### config.mk
export PLATFORM = sky130hd
export DESIGN_NAME = timer16_interval_event_capture
export DESIGN_NICKNAME = d
export VERILOG_FILES = /design/src/timer16_pkg.sv /design/src/edge_filter.sv /design/src/timer16_interval_event_capture.sv
export VERILOG_INCLUDE_DIRS = /design/src
export SDC_FILE = /design/constraint.sdc
export NUM_CORES = 1
export LEC_CHECK = 0
export ABC_AREA = 1
export BUFFER_PORTS_ARGS = -buffer_cell sky130_fd_sc_hd__buf_2
export CAP_MARGIN = 20
export CORE_MARGIN = 3
export CORE_UTILIZATION = 51
export DETAILED_ROUTE_END_ITERATION = 6
export PLACE_DENSITY_LB_ADDON = 0.25
export SYNTH_ARGS = -nofsm -noshare
export SYNTH_HDL_FRONTEND = slang
export SYNTH_SLANG_ARGS = --single-unit
### constraint.sdc
create_clock -name mclk -period 5.96 [get_ports mclk]
set_input_delay 1.192 -clock mclk [delete_from_list [all_inputs] [get_ports mclk]]
set_output_delay 1.192 -clock mclk [all_outputs]
set_load 0.005 [all_outputs]
### src/timer16_params.svh
// Purpose: address map, field positions and reset values of the 16-bit timer block
// Assumes: byte-wide memory-mapped access from the local processor
// Notes:   definitions only
`ifndef TIMER16_PARAMS_SVH
`define TIMER16_PARAMS_SVH

// register addresses
`define ADDR_PORT_DIR        16'hFF22
`define ADDR_ANALOG_SEL      16'hFF84
`define ADDR_PRESCALE        16'hFF61
`define ADDR_TIMER_MODE      16'hFF60
`define ADDR_CAPCOMP_CTRL    16'hFF62
`define ADDR_PORT_LATCH      16'hFF02
`define ADDR_COUNT_LO        16'hFF10
`define ADDR_COUNT_HI        16'hFF11
`define ADDR_CMP_A_LO        16'hFF12
`define ADDR_CMP_A_HI        16'hFF13
`define ADDR_CMP_B_LO        16'hFF14
`define ADDR_CMP_B_HI        16'hFF15

// reset values
`define RST_PORT_DIR         4'hF
`define RST_ANALOG_SEL       4'h0
`define RST_BYTE             8'h00
`define RST_WORD             16'h0000

// fixed upper nibbles of the port registers
`define DIR_FIXED_HI         4'hF
`define ANALOG_FIXED_HI      4'h0

// field positions
`define PRS_CLK_LSB          0
`define PRS_EDGE_A_LSB       4
`define PRS_EDGE_B_LSB       6
`define TMODE_OVF_BIT        0
`define TMODE_MODE_LSB       2
`define TMODE_TOGGLE_BIT     4
`define CCR_A_CAPTURE_BIT    0
`define CCR_B_CAPTURE_BIT    2

// counter constants
`define COUNT_MAX            16'hFFFF
`define COUNT_ZERO           16'h0000
`define COUNT_ONE            16'h0001
`define DIV4_LAST            8'h03
`define DIV256_LAST          8'hFF
`define DIV4_MASK            8'h03
`define PRESC_ONE            8'h01

`endif

### src/timer16_pkg.sv
// Purpose: shared types of the 16-bit timer block
// Assumes: nothing beyond the params header
// Notes:   codes are written out so register fields map straight onto them
package timer16_pkg;

   typedef enum logic [1:0]
   {
      MODE_STOP      = 2'b00,
      MODE_FREE_RUN  = 2'b01,
      MODE_RESTART   = 2'b10,
      MODE_CLR_MATCH = 2'b11
   } timer_mode_type;

   typedef enum logic [1:0]
   {
      CLK_FXP        = 2'b00,
      CLK_FXP_DIV4   = 2'b01,
      CLK_FXP_DIV256 = 2'b10,
      CLK_EDGE_A     = 2'b11
   } clk_sel_type;

   typedef enum logic [1:0]
   {
      EDGE_FALL      = 2'b00,
      EDGE_RISE      = 2'b01,
      EDGE_BAD       = 2'b10,
      EDGE_BOTH      = 2'b11
   } edge_sel_type;

endpackage : timer16_pkg

### src/edge_filter.sv
// Purpose: two-sample noise filter and valid-edge detector for one timer input
// Assumes: pin is synchronous to clk
// Notes:   a new level is accepted only when seen on two consecutive samples
`timescale 1ns/100ps

module edge_filter
(
   // clock and reset
   input  wire logic                    clk,
   input  wire logic                    rst_n,
   // control
   input  wire logic                    enable,
   input  wire logic                    sample_en,
   input  wire timer16_pkg::edge_sel_type edge_sel,
   // pin and result
   input  wire logic                    pin,
   output logic                         edge_pulse
);
   import timer16_pkg::*;

   logic  sample_r;
   logic  sample_nxt;
   logic  level_r;
   logic  level_nxt;
   logic  pulse_r;
   logic  pulse_nxt;

   always_comb
   begin
      sample_nxt = sample_r;
      level_nxt  = level_r;
      pulse_nxt  = 1'b0;
      // stopped: both levels held low, so a high pin gives a rising edge on start
      if (!enable)
      begin
         sample_nxt = 1'b0;
         level_nxt  = 1'b0;
      end
      else if (sample_en)
      begin
         sample_nxt = pin;
         if ((pin == sample_r) && (pin != level_r))
         begin
            level_nxt = pin;
            unique case (edge_sel)
               EDGE_FALL: pulse_nxt = ~pin;
               EDGE_RISE: pulse_nxt = pin;
               EDGE_BOTH: pulse_nxt = 1'b1;
               EDGE_BAD:  pulse_nxt = 1'b0;
            endcase
         end
      end
   end

   always_ff @(posedge clk or negedge rst_n)
   begin
      if (!rst_n)
      begin
         sample_r <= 1'b0;
         level_r  <= 1'b0;
         pulse_r  <= 1'b0;
      end
      else
      begin
         sample_r <= sample_nxt;
         level_r  <= level_nxt;
         pulse_r  <= pulse_nxt;
      end
   end

   assign edge_pulse = pulse_r;

endmodule : edge_filter

### src/timer16_interval_event_capture.sv
// Purpose: 16-bit interval timer, event counter and pulse-width capture with port-2 routing
// Assumes: byte accesses from the processor, pins synchronous to mclk (200 MHz = fxp)
// Notes:   16-bit registers are reached as low/high byte pairs
`timescale 1ns/100ps

`include "timer16_params.svh"

module timer16_interval_event_capture
(
   // clock and reset
   input  wire logic        mclk,
   input  wire logic        rst_n,
   // processor byte access
   input  wire logic [15:0] cpu_addr,
   input  wire logic [7:0]  cpu_wdata,
   input  wire logic        cpu_wr,
   input  wire logic        cpu_rd,
   output logic      [7:0]  cpu_rdata,
   // port 2 pins, bit 0 capture_in_a, bit 1 capture_in_b / timer_out_pin
   input  wire logic [3:0]  port_pin_in,
   output logic      [3:0]  port_pin_out,
   output logic      [3:0]  port_pin_oe_n,
   // interrupt requests
   output logic             match_irq_a,
   output logic             capture_irq_b
);
   import timer16_pkg::*;

   ////////////////////////////////////////////////////////////////////////////////////////////
   // reset release
   logic        rst_meta_r;
   logic        rst_sync_n;

   always_ff @(posedge mclk or negedge rst_n)
   begin
      if (!rst_n)
      begin
         rst_meta_r <= 1'b0;
         rst_sync_n <= 1'b0;
      end
      else
      begin
         rst_meta_r <= 1'b1;
         rst_sync_n <= rst_meta_r;
      end
   end

   ////////////////////////////////////////////////////////////////////////////////////////////
   // state
   logic [3:0]     port_dir_r,   port_dir_nxt;
   logic [3:0]     analog_sel_r, analog_sel_nxt;
   logic [3:0]     port_latch_r, port_latch_nxt;
   logic [7:0]     prescale_r,   prescale_nxt;
   timer_mode_type mode_r,       mode_nxt;
   logic           toggle_en_r,  toggle_en_nxt;
   logic           ovf_r,        ovf_nxt;
   logic           a_capture_r,  a_capture_nxt;
   logic           b_capture_r,  b_capture_nxt;
   logic [15:0]    count_r,      count_nxt;
   logic [15:0]    cmp_a_r,      cmp_a_nxt;
   logic [15:0]    cmp_b_r,      cmp_b_nxt;
   logic [7:0]     presc_cnt_r,  presc_cnt_nxt;
   logic           tout_r,       tout_nxt;
   logic           irq_a_r,      irq_a_nxt;
   logic           irq_b_r,      irq_b_nxt;
   logic [7:0]     rdata_r,      rdata_nxt;

   // decoded controls and events
   logic           running;
   clk_sel_type    clk_sel;
   edge_sel_type   edge_sel_a;
   edge_sel_type   edge_sel_b;
   logic           pin_a;
   logic           pin_b;
   logic           count_tick;
   logic           edge_a_fxp;
   logic           edge_a_cap;
   logic           edge_b_cap;
   logic           match_a;
   logic           cap_into_a;
   logic           cap_into_b;
   logic           wrap;
   logic [15:0]    count_inc;

   assign running    = (mode_r != MODE_STOP);
   assign clk_sel    = clk_sel_type'(prescale_r[`PRS_CLK_LSB +: 2]);
   assign edge_sel_a = edge_sel_type'(prescale_r[`PRS_EDGE_A_LSB +: 2]);
   assign edge_sel_b = edge_sel_type'(prescale_r[`PRS_EDGE_B_LSB +: 2]);
   // a pin in converter mode gives the timer a steady low
   assign pin_a      = port_pin_in[0] & ~analog_sel_r[0];
   assign pin_b      = port_pin_in[1] & ~analog_sel_r[1];

   ////////////////////////////////////////////////////////////////////////////////////////////
   // count clock selection
   always_comb
   begin
      unique case (clk_sel)
         CLK_FXP:        count_tick = running;
         CLK_FXP_DIV4:   count_tick = running & ((presc_cnt_r & `DIV4_MASK) == `DIV4_LAST);
         CLK_FXP_DIV256: count_tick = running & (presc_cnt_r == `DIV256_LAST);
         CLK_EDGE_A:     count_tick = edge_a_fxp;
      endcase
   end

   ////////////////////////////////////////////////////////////////////////////////////////////
   // input filters: the event-count path samples at fxp, capture paths at the count clock
   edge_filter u_filt_a_fxp
   (
      .clk        (mclk),
      .rst_n      (rst_sync_n),
      .enable     (running),
      .sample_en  (1'b1),
      .edge_sel   (edge_sel_a),
      .pin        (pin_a),
      .edge_pulse (edge_a_fxp)
   );

   edge_filter u_filt_a_cap
   (
      .clk        (mclk),
      .rst_n      (rst_sync_n),
      .enable     (running),
      .sample_en  (count_tick),
      .edge_sel   (edge_sel_a),
      .pin        (pin_a),
      .edge_pulse (edge_a_cap)
   );

   edge_filter u_filt_b_cap
   (
      .clk        (mclk),
      .rst_n      (rst_sync_n),
      .enable     (running),
      .sample_en  (count_tick),
      .edge_sel   (edge_sel_b),
      .pin        (pin_b),
      .edge_pulse (edge_b_cap)
   );

   ////////////////////////////////////////////////////////////////////////////////////////////
   // counter events
   assign count_inc  = count_r + `COUNT_ONE;
   assign match_a    = count_tick & ~a_capture_r & (count_r == cmp_a_r);
   // with the input a edge as count clock it cannot also be a capture trigger
   assign cap_into_b = edge_a_cap & b_capture_r & (clk_sel != CLK_EDGE_A);
   assign cap_into_a = edge_b_cap & a_capture_r;
   assign wrap       = count_tick & (count_r == `COUNT_MAX) & ~match_a;

   always_comb
   begin
      count_nxt     = count_r;
      presc_cnt_nxt = running ? (presc_cnt_r + `PRESC_ONE) : `RST_BYTE;
      ovf_nxt       = ovf_r;
      tout_nxt      = tout_r;
      if (!running)
         count_nxt = `COUNT_ZERO;
      else if (mode_r == MODE_RESTART && cap_into_b)
         count_nxt = `COUNT_ZERO;
      else if (mode_r == MODE_CLR_MATCH && match_a)
         count_nxt = `COUNT_ZERO;
      else if (count_tick)
         count_nxt = count_inc;
      // software clear of the flag by writing 0; a same-cycle overflow still wins
      if (cpu_wr && cpu_addr == `ADDR_TIMER_MODE && !cpu_wdata[`TMODE_OVF_BIT])
         ovf_nxt = 1'b0;
      if (mode_r == MODE_CLR_MATCH)
      begin
         if (match_a && cmp_a_r == `COUNT_MAX)
            ovf_nxt = 1'b1;
      end
      else if (wrap)
         ovf_nxt = 1'b1;
      if (match_a && toggle_en_r)
         tout_nxt = ~tout_r;
      if (!running)
         tout_nxt = 1'b0;
      irq_a_nxt = match_a | cap_into_a;
      irq_b_nxt = cap_into_b;
   end

   ////////////////////////////////////////////////////////////////////////////////////////////
   // register writes and reads
   always_comb
   begin
      port_dir_nxt   = port_dir_r;
      analog_sel_nxt = analog_sel_r;
      port_latch_nxt = port_latch_r;
      prescale_nxt   = prescale_r;
      mode_nxt       = mode_r;
      toggle_en_nxt  = toggle_en_r;
      a_capture_nxt  = a_capture_r;
      b_capture_nxt  = b_capture_r;
      cmp_a_nxt      = cmp_a_r;
      cmp_b_nxt      = cmp_b_r;
      rdata_nxt      = rdata_r;
      if (cpu_wr)
      begin
         unique case (cpu_addr)
            `ADDR_PORT_DIR:     port_dir_nxt   = cpu_wdata[3:0];
            `ADDR_ANALOG_SEL:   analog_sel_nxt = cpu_wdata[3:0];
            `ADDR_PORT_LATCH:   port_latch_nxt = cpu_wdata[3:0];
            `ADDR_PRESCALE:     prescale_nxt   = {cpu_wdata[7:4], 2'b00, cpu_wdata[1:0]};
            `ADDR_TIMER_MODE:
            begin
               mode_nxt      = timer_mode_type'(cpu_wdata[`TMODE_MODE_LSB +: 2]);
               toggle_en_nxt = cpu_wdata[`TMODE_TOGGLE_BIT];
            end
            `ADDR_CAPCOMP_CTRL:
            begin
               a_capture_nxt = cpu_wdata[`CCR_A_CAPTURE_BIT];
               b_capture_nxt = cpu_wdata[`CCR_B_CAPTURE_BIT];
            end
            `ADDR_CMP_A_LO:     cmp_a_nxt[7:0]  = cpu_wdata;
            `ADDR_CMP_A_HI:     cmp_a_nxt[15:8] = cpu_wdata;
            `ADDR_CMP_B_LO:     cmp_b_nxt[7:0]  = cpu_wdata;
            `ADDR_CMP_B_HI:     cmp_b_nxt[15:8] = cpu_wdata;
            default:            cmp_a_nxt = cmp_a_r;
         endcase
      end
      // a capture lands after any same-cycle processor write
      if (cap_into_a)
         cmp_a_nxt = count_r;
      if (cap_into_b)
         cmp_b_nxt = count_r;
      if (cpu_rd)
      begin
         unique case (cpu_addr)
            `ADDR_PORT_DIR:     rdata_nxt = {`DIR_FIXED_HI, port_dir_r};
            `ADDR_ANALOG_SEL:   rdata_nxt = {`ANALOG_FIXED_HI, analog_sel_r};
            `ADDR_PORT_LATCH:   rdata_nxt = {4'h0, port_latch_r};
            `ADDR_PRESCALE:     rdata_nxt = prescale_r;
            `ADDR_TIMER_MODE:   rdata_nxt = {3'b000, toggle_en_r, mode_r, 1'b0, ovf_r};
            `ADDR_CAPCOMP_CTRL: rdata_nxt = {5'b00000, b_capture_r, 1'b0, a_capture_r};
            `ADDR_COUNT_LO:     rdata_nxt = count_r[7:0];
            `ADDR_COUNT_HI:     rdata_nxt = count_r[15:8];
            `ADDR_CMP_A_LO:     rdata_nxt = cmp_a_r[7:0];
            `ADDR_CMP_A_HI:     rdata_nxt = cmp_a_r[15:8];
            `ADDR_CMP_B_LO:     rdata_nxt = cmp_b_r[7:0];
            `ADDR_CMP_B_HI:     rdata_nxt = cmp_b_r[15:8];
            default:            rdata_nxt = `RST_BYTE;
         endcase
      end
   end

   always_ff @(posedge mclk or negedge rst_sync_n)
   begin
      if (!rst_sync_n)
      begin
         port_dir_r   <= `RST_PORT_DIR;
         analog_sel_r <= `RST_ANALOG_SEL;
         port_latch_r <= 4'h0;
         prescale_r   <= `RST_BYTE;
         mode_r       <= MODE_STOP;
         toggle_en_r  <= 1'b0;
         ovf_r        <= 1'b0;
         a_capture_r  <= 1'b0;
         b_capture_r  <= 1'b0;
         count_r      <= `RST_WORD;
         cmp_a_r      <= `RST_WORD;
         cmp_b_r      <= `RST_WORD;
         presc_cnt_r  <= `RST_BYTE;
         tout_r       <= 1'b0;
         irq_a_r      <= 1'b0;
         irq_b_r      <= 1'b0;
         rdata_r      <= `RST_BYTE;
      end
      else
      begin
         port_dir_r   <= port_dir_nxt;
         analog_sel_r <= analog_sel_nxt;
         port_latch_r <= port_latch_nxt;
         prescale_r   <= prescale_nxt;
         mode_r       <= mode_nxt;
         toggle_en_r  <= toggle_en_nxt;
         ovf_r        <= ovf_nxt;
         a_capture_r  <= a_capture_nxt;
         b_capture_r  <= b_capture_nxt;
         count_r      <= count_nxt;
         cmp_a_r      <= cmp_a_nxt;
         cmp_b_r      <= cmp_b_nxt;
         presc_cnt_r  <= presc_cnt_nxt;
         tout_r       <= tout_nxt;
         irq_a_r      <= irq_a_nxt;
         irq_b_r      <= irq_b_nxt;
         rdata_r      <= rdata_nxt;
      end
   end

   ////////////////////////////////////////////////////////////////////////////////////////////
   // pins: timer output is OR-ed with the latch, so the latch must be 0 to see it
   always_comb
   begin
      port_pin_out    = port_latch_r;
      port_pin_out[1] = port_latch_r[1] | tout_r;
      port_pin_oe_n   = port_dir_r | analog_sel_r;
   end

   assign cpu_rdata     = rdata_r;
   assign match_irq_a   = irq_a_r;
   assign capture_irq_b = irq_b_r;

endmodule : timer16_interval_event_capture

# ---- After elaboration in Yosys (flattened, before gate mapping)
# Index checks and enable logic that the tools add are counted.
dict set report classes {
  muxes 44
  eq_ne 41
  reduce_logical 32
  n_addsub 2
  bitwise_logic 21
}
# operator count
set ops {}
lappend ops {{16-bit == test, second input constant} 14}
lappend ops {{16-bit 2-to-1 mux} 8}
lappend ops {{8-bit one-hot mux with 12 select lines} 1}
lappend ops {{8-bit 2-to-1 mux} 5}
lappend ops {{1-bit 2-to-1 mux} 27}
lappend ops {{2-bit AND reduction} 12}
lappend ops {{2-bit == test, second input constant} 9}
lappend ops {{16-bit by 1-bit adder with 16-bit output, second input constant} 1}
lappend ops {{16-bit == test} 1}
lappend ops {{2-bit nonzero test} 7}
lappend ops {{1-bit one-hot mux with 4 select lines} 3}
lappend ops {{1-bit bitwise AND} 11}
lappend ops {{2-bit by 1-bit inequality test with 1-bit output, second input constant} 5}
lappend ops {{1-bit logical AND} 9}
lappend ops {{8-bit by 1-bit adder with 8-bit output, second input constant} 1}
lappend ops {{8-bit == test, second input constant} 1}
lappend ops {{1-bit NOT} 7}
lappend ops {{2-bit by 1-bit == test with 1-bit output, second input constant} 3}
lappend ops {{2-bit logical NOT} 3}
lappend ops {{4-bit by 1-bit inequality test with 1-bit output, second input constant} 1}
lappend ops {{4-bit bitwise OR} 1}
lappend ops {{1-bit == test} 3}
lappend ops {{1-bit inequality test} 3}
lappend ops {{2-bit inequality test, second input constant} 1}
lappend ops {{2 further kinds} 3}
dict set report word_totals {
  elab_cells 170
  reg_bits 102
}

# ---- Depth between registers and ports, before layout
dict set report depth {
  word_depth 9
  ltp_mapped 14
  ltp_nobuf 14
}

# ---- Modules after synthesis
# From an unflattened synthesis, not the netlist that was laid out.
dict set report hier_totals {
  cells_unflattened 889
  hier_area_um2 6173.4
}
# mod area_per_inst_um2 instances cells_per_inst
set by_module_without_submodules {}
lappend by_module_without_submodules {timer16_interval_event_capture 5647.9 1 814}
lappend by_module_without_submodules {edge_filter 175.2 3 25}

# ---- Worst setup path before layout
# No wires, ideal clock.
dict set report synth_timing {
  path_kind {input to register}
  start {in cpu_addr[7]}
  end {reg cmp_a_r[1]}
  path_stages 8
  t_required_ps 5827
  path_buffers 0
  path_slack_ps 3601
  arrival_ps 2226
  setup_time_ps 133
  cell_sequence {nor2_1 -> nand2_2 -> nor3_2 -> nand3_1 -> inv_2 -> nor2_1 -> nand2_1 -> o211ai_1}
}
dict set report synth_between {
  elab_chain_cells 3
}
# item line
set synth_lines {}
lappend synth_lines {{start, declared} timer16_interval_event_capture.sv:14} ;# input wire logic [15:0] cpu_addr,
lappend synth_lines {{16-bit == test} timer16_interval_event_capture.sv:198} ;# unique case (cpu_addr)
lappend synth_lines {{2-bit nonzero test (no line)} n/a}
lappend synth_lines {{2-bit AND reduction (no line)} n/a}
lappend synth_lines {{end signal, assigned} timer16_interval_event_capture.sv:259} ;# cmp_a_r <= `RST_WORD;
lappend synth_lines {{end signal, assigned} timer16_interval_event_capture.sv:279} ;# cmp_a_r <= cmp_a_nxt;
lappend synth_lines {{end, declared} timer16_interval_event_capture.sv:60} ;# logic [15:0] cmp_a_r, cmp_a_nxt;
# No other way between the ends.
# A chain may end at the register's enable or synchronous reset.

# ---- Final worst setup path
dict set report layout_timing {
  start {reg mode_r[1]}
  end {reg count_r[11]}
}
dict set report layout_between {
  elab_chain_cells 9
}
# item line
set layout_lines {}
lappend layout_lines {{start, declared} timer16_interval_event_capture.sv:54} ;# timer_mode_type mode_r, mode_nxt;
lappend layout_lines {{start signal, assigned} timer16_interval_event_capture.sv:273} ;# mode_r <= mode_nxt;
lappend layout_lines {{2-bit nonzero test} timer16_interval_event_capture.sv:85} ;# assign running = (mode_r != MODE_STOP);
lappend layout_lines {{1-bit bitwise AND (on tied branches)} {timer16_interval_event_capture.sv:100, timer16_interval_event_capture.sv:99}}
lappend layout_lines {{1-bit one-hot mux with 4 select lines} timer16_interval_event_capture.sv:97} ;# unique case (clk_sel)
lappend layout_lines {{1-bit bitwise AND (2 in a row)} timer16_interval_event_capture.sv:143} ;# assign match_a = count_tick & ~a_capture_r & (count_r == cmp_a_r);
lappend layout_lines {{1-bit logical AND} timer16_interval_event_capture.sv:159} ;# else if (mode_r == MODE_CLR_MATCH && match_a)
lappend layout_lines {{16-bit 2-to-1 mux} timer16_interval_event_capture.sv:159}
lappend layout_lines {{16-bit 2-to-1 mux} timer16_interval_event_capture.sv:157} ;# else if (mode_r == MODE_RESTART && cap_into_b)
lappend layout_lines {{16-bit 2-to-1 mux} timer16_interval_event_capture.sv:155} ;# if (!running)
lappend layout_lines {{end signal, assigned} timer16_interval_event_capture.sv:258} ;# count_r <= `RST_WORD;
lappend layout_lines {{end signal, assigned} timer16_interval_event_capture.sv:278} ;# count_r <= count_nxt;
lappend layout_lines {{end, declared} timer16_interval_event_capture.sv:59} ;# logic [15:0] count_r, count_nxt;
# Several ways; a longest one is shown, not always the timed one.

==> impl_metrics.csv <==
group,metric,value,unit
drt,routed_wl,17300,um
power,power_frac_seq,51.3,%
critical_path,crit_fanout,15,
clock_network,path_clk_slew,0.07,ns
min_path,min_path_type,"reg -> async",
timing,slew_viol_final,0,
logic_synthesis,synthArstFlopShare,100,%
timing,max_slew.worst_pin.slew,0.831,ns
drt,vias_per_cell,5.77,
logic_synthesis,synth_edf_count,0,
global_routing,grt.total_usage,28.2,%
drt,drt_pre_antenna_iters,5,
timing,finalCritPeriodShare,46.4,%
drt,drc_errors,0,
final_layout,final_common_cell,"nand2_1",
logic_synthesis,synthMuxAreaShare,0,%
floorplanning,rows,38,
power,powerDensity,209,mW/mm^2
final_layout,fillers,1020,
final_layout,fin_nets,892,
timing,setup_tns,0,ns
drt,antenna_left,0,
timing,max_freq,361,MHz
clock_network,cts-hold-fix-buffers,0,
floorplanning,io_pins,50,
final_layout,final_cell_mix,"239 x nand2_1, 97 x inv_1, 97 x dfrtp_1, 81 x nor2_1",
logic_synthesis,synth_compound_area_share,14.1,%
power,power.internal,1.06,mW
floorplanning,core_area,0.0111,mm^2
logic_synthesis,synth_fa_ha_area_share,1.06,%
floorplanning,dieHeight,114,um
logic_synthesis,syn-instance-count,817,
critical_path,r2r_cells,12,
clock_network,root_buffer,"clkbuf_16",
timing,finalCriticalPeriod,2.77,ns
logic_synthesis,yosysWarnings,0,
clock_network,cts_resized,0,
place,place_congestion,0.986,
critical_path,crit_type,"reg -> reg",
critical_path,cpMostUsedCell,"nand2_1",
clock_network,cts_buffer_depth,2,
critical_path,r2r-end,"count_r[11]",
drt,via_count,5768,
floorplanning,start_util,53.4,%
critical_path,cp_num_buf_inv,2,
global_routing,grt_pass1_vias,5614,
job,cap_violations,0,
power,pwr-share-clk,45.0,%
clock_network,cts-htree-levels,3,
logic_synthesis,avgSynthCellArea,7.25,um^2
global_routing,grt_pass1_wl,28600,um
critical_path,slowest_delay,0.54,ns
power,switching_share,22.8,%
critical_path,slowest_stage,"nor2_2",
clock_network,cts_buffers,9,
logic_synthesis,synth-main-ff-cell,"dfrtp_1",
logic_synthesis,syn-num-nets,854,
logic_synthesis,yosysSeqAreaShare,43.2,%
drt,drt_iter0_drc,592,
logic_synthesis,ys_ff_latch,102,
timing,rsz0062_at_grt,"false",
timing,hold_violations,0,
logic_synthesis,yosys.area_share.simple,32.2,%
critical_path,crit_family,"simple AND/OR/NAND/NOR gates",
global_routing,grt-ovfl-total,0,
critical_path,cp_cell_sequence,"nor2_2 -> inv_2 -> nand2_1 -> nor2_1 -> nand2_1 -> nand2_4 -> nand2_2 -> nand2_1 -> nand3b_4 -> inv_2 -> nand2_1 -> nand2_1",
floorplanning,die_area,0.0129,mm^2
power,combPwrFrac,3.7,%
timing,clock_skew,0.00619,ns
final_layout,regArea,0.00256,mm^2
drt,wl_per_cell,17.3,um
logic_synthesis,synthXorXnorAreaFrac,0.444,%
clock_network,cts_tree,"yes",
logic_synthesis,synth_top_family_by_area,"simple AND/OR/NAND/NOR gates",
clock_network,clock_latency,0.35,ns
final_layout,drive_above_1_share,12.1,%
critical_path,arrival,3.06,ns
global_routing,grt_max_degree,58,
critical_path,cp-end-kind,"register",
critical_path,r2r_setup_slack,3.19,ns
power,p_leak,3.18,nW
logic_synthesis,synth_cell_types,44,
power,vdd_ir_drop_max,0.263,mV
timing,whs,0.324,ns
final_layout,antenna_cells,0,
final_layout,area_growth,10.4,%
timing,setup_viol,0,
critical_path,r2r_start,"mode_r[1]",
critical_path,cp-start-kind,"register",
global_routing,antenna_found_initial,0,
final_layout,final_core_util,59.0,%
timing,slew_headroom,44.3,%
floorplanning,die_x,114,um
place,dp_hpwl,12800,um
power,p_switching,0.312,mW
logic_synthesis,netlist_area,0.00592,mm^2
final_layout,multi_input_area,0.00283,mm^2
run_status,status,"finished clean",
place,portBuffers,47,
clock_network,cts_sinks,102,
clock_network,postCtsSetupBuffers,0,
critical_path,required,6.25,ns
-- stage by stage --
stage	setup WS, ns	cells	cell area [um^2]	power (mW)
after floorplan	2.92	817	5920	0.740
after global placement	2.93	984	6230	0.765
after detailed placement	2.91	984	6230	0.766
after CTS	3.23	1000	6540	1.38
after global routing	2.97	1000	6540	1.41
final	3.19	1000	6540	1.37
-- cell type report --
class,count,share of cell area (%)
flip-flops and latches,102,39.2
inverters,107,6.14
multi-input cells,585,43.3
repair buffers,50,3.94
well taps,140,2.68
clock buffers,11,3.87
clock inverters,5,0.880
-- power by group through the flow --
stage | logic [mW] | clock network (mW) | registers, mW
after floorplan | 0.0215 | 0 | 0.719
after global routing | 0.0570 | 0.654 | 0.703
after detailed placement | 0.0502 | 0 | 0.716
after CTS | 0.0506 | 0.623 | 0.702
final | 0.0511 | 0.616 | 0.702
after global placement | 0.0493 | 0 | 0.715
-- synth_stat cells (all sizes together), types with 10 or more instances --
master  number  share of area (%)
a21oi       21                1.8
buf         17                1.8
dfrtp       98                 41
inv        107                6.8
nand2      246                 16
nand3       66                5.7
nand4       15                1.7
nor2        88                6.0
nor3        10                1.2
o211ai      22                2.8
o21ai       70                6.1
o22ai       17                1.8
-- routing by layer --
| layer | vias to the layer above | global-route usage (%) | wire, um |
|---|---|---|---|
| met4 | 0 | 9.94 | 493 |
| met3 | 25 | 6.26 | 1500 |
| met2 | 262 | 43.8 | 7930 |
| met1 | 2742 | 39.0 | 7410 |
| li1 | 2739 | - | - |
| met5 | - | 0 | 0 |
-- worst max path at each step --
stage | from | endpoint | slack, ns | depth (start not counted)
CTS | mode_r[1] | count_r[11] | 3.23 | 12
detailed placement | cpu_addr[15] | cpu_rdata[4] | 2.91 | 10
finish | mode_r[1] | count_r[11] | 3.19 | 12
floorplan | rst_sync_n | a_capture_r | 2.92 | 0
global route | mode_r[0] | count_r[15] | 2.97 | 11
global placement | cpu_addr[14] | cpu_rdata[4] | 2.93 | 10
-- cell families (layout without fill, tap and decap cells) --
group	Yosys count	after routing
adders and majority gates	5	5
and+or+nand+nor	433	433
AOI/OAI and AO/OA	143	143
xor gates and xnor gates	3	3
DFF	102	102
other	1	1
buffers and inverters	130	173
-- flip-flops by register name, indices dropped and copies added, names as in the netlist, 2 cells and up --
register	flops
port_dir_r	4
port_latch_r	4
mode_r	2
cmp_a_r	16
presc_cnt_r	8
cpu_rdata	8
cmp_b_r	16
count_r	16
prescale_r	6
analog_sel_r	4
Note: power is estimated with default switching activity, not from simulation.
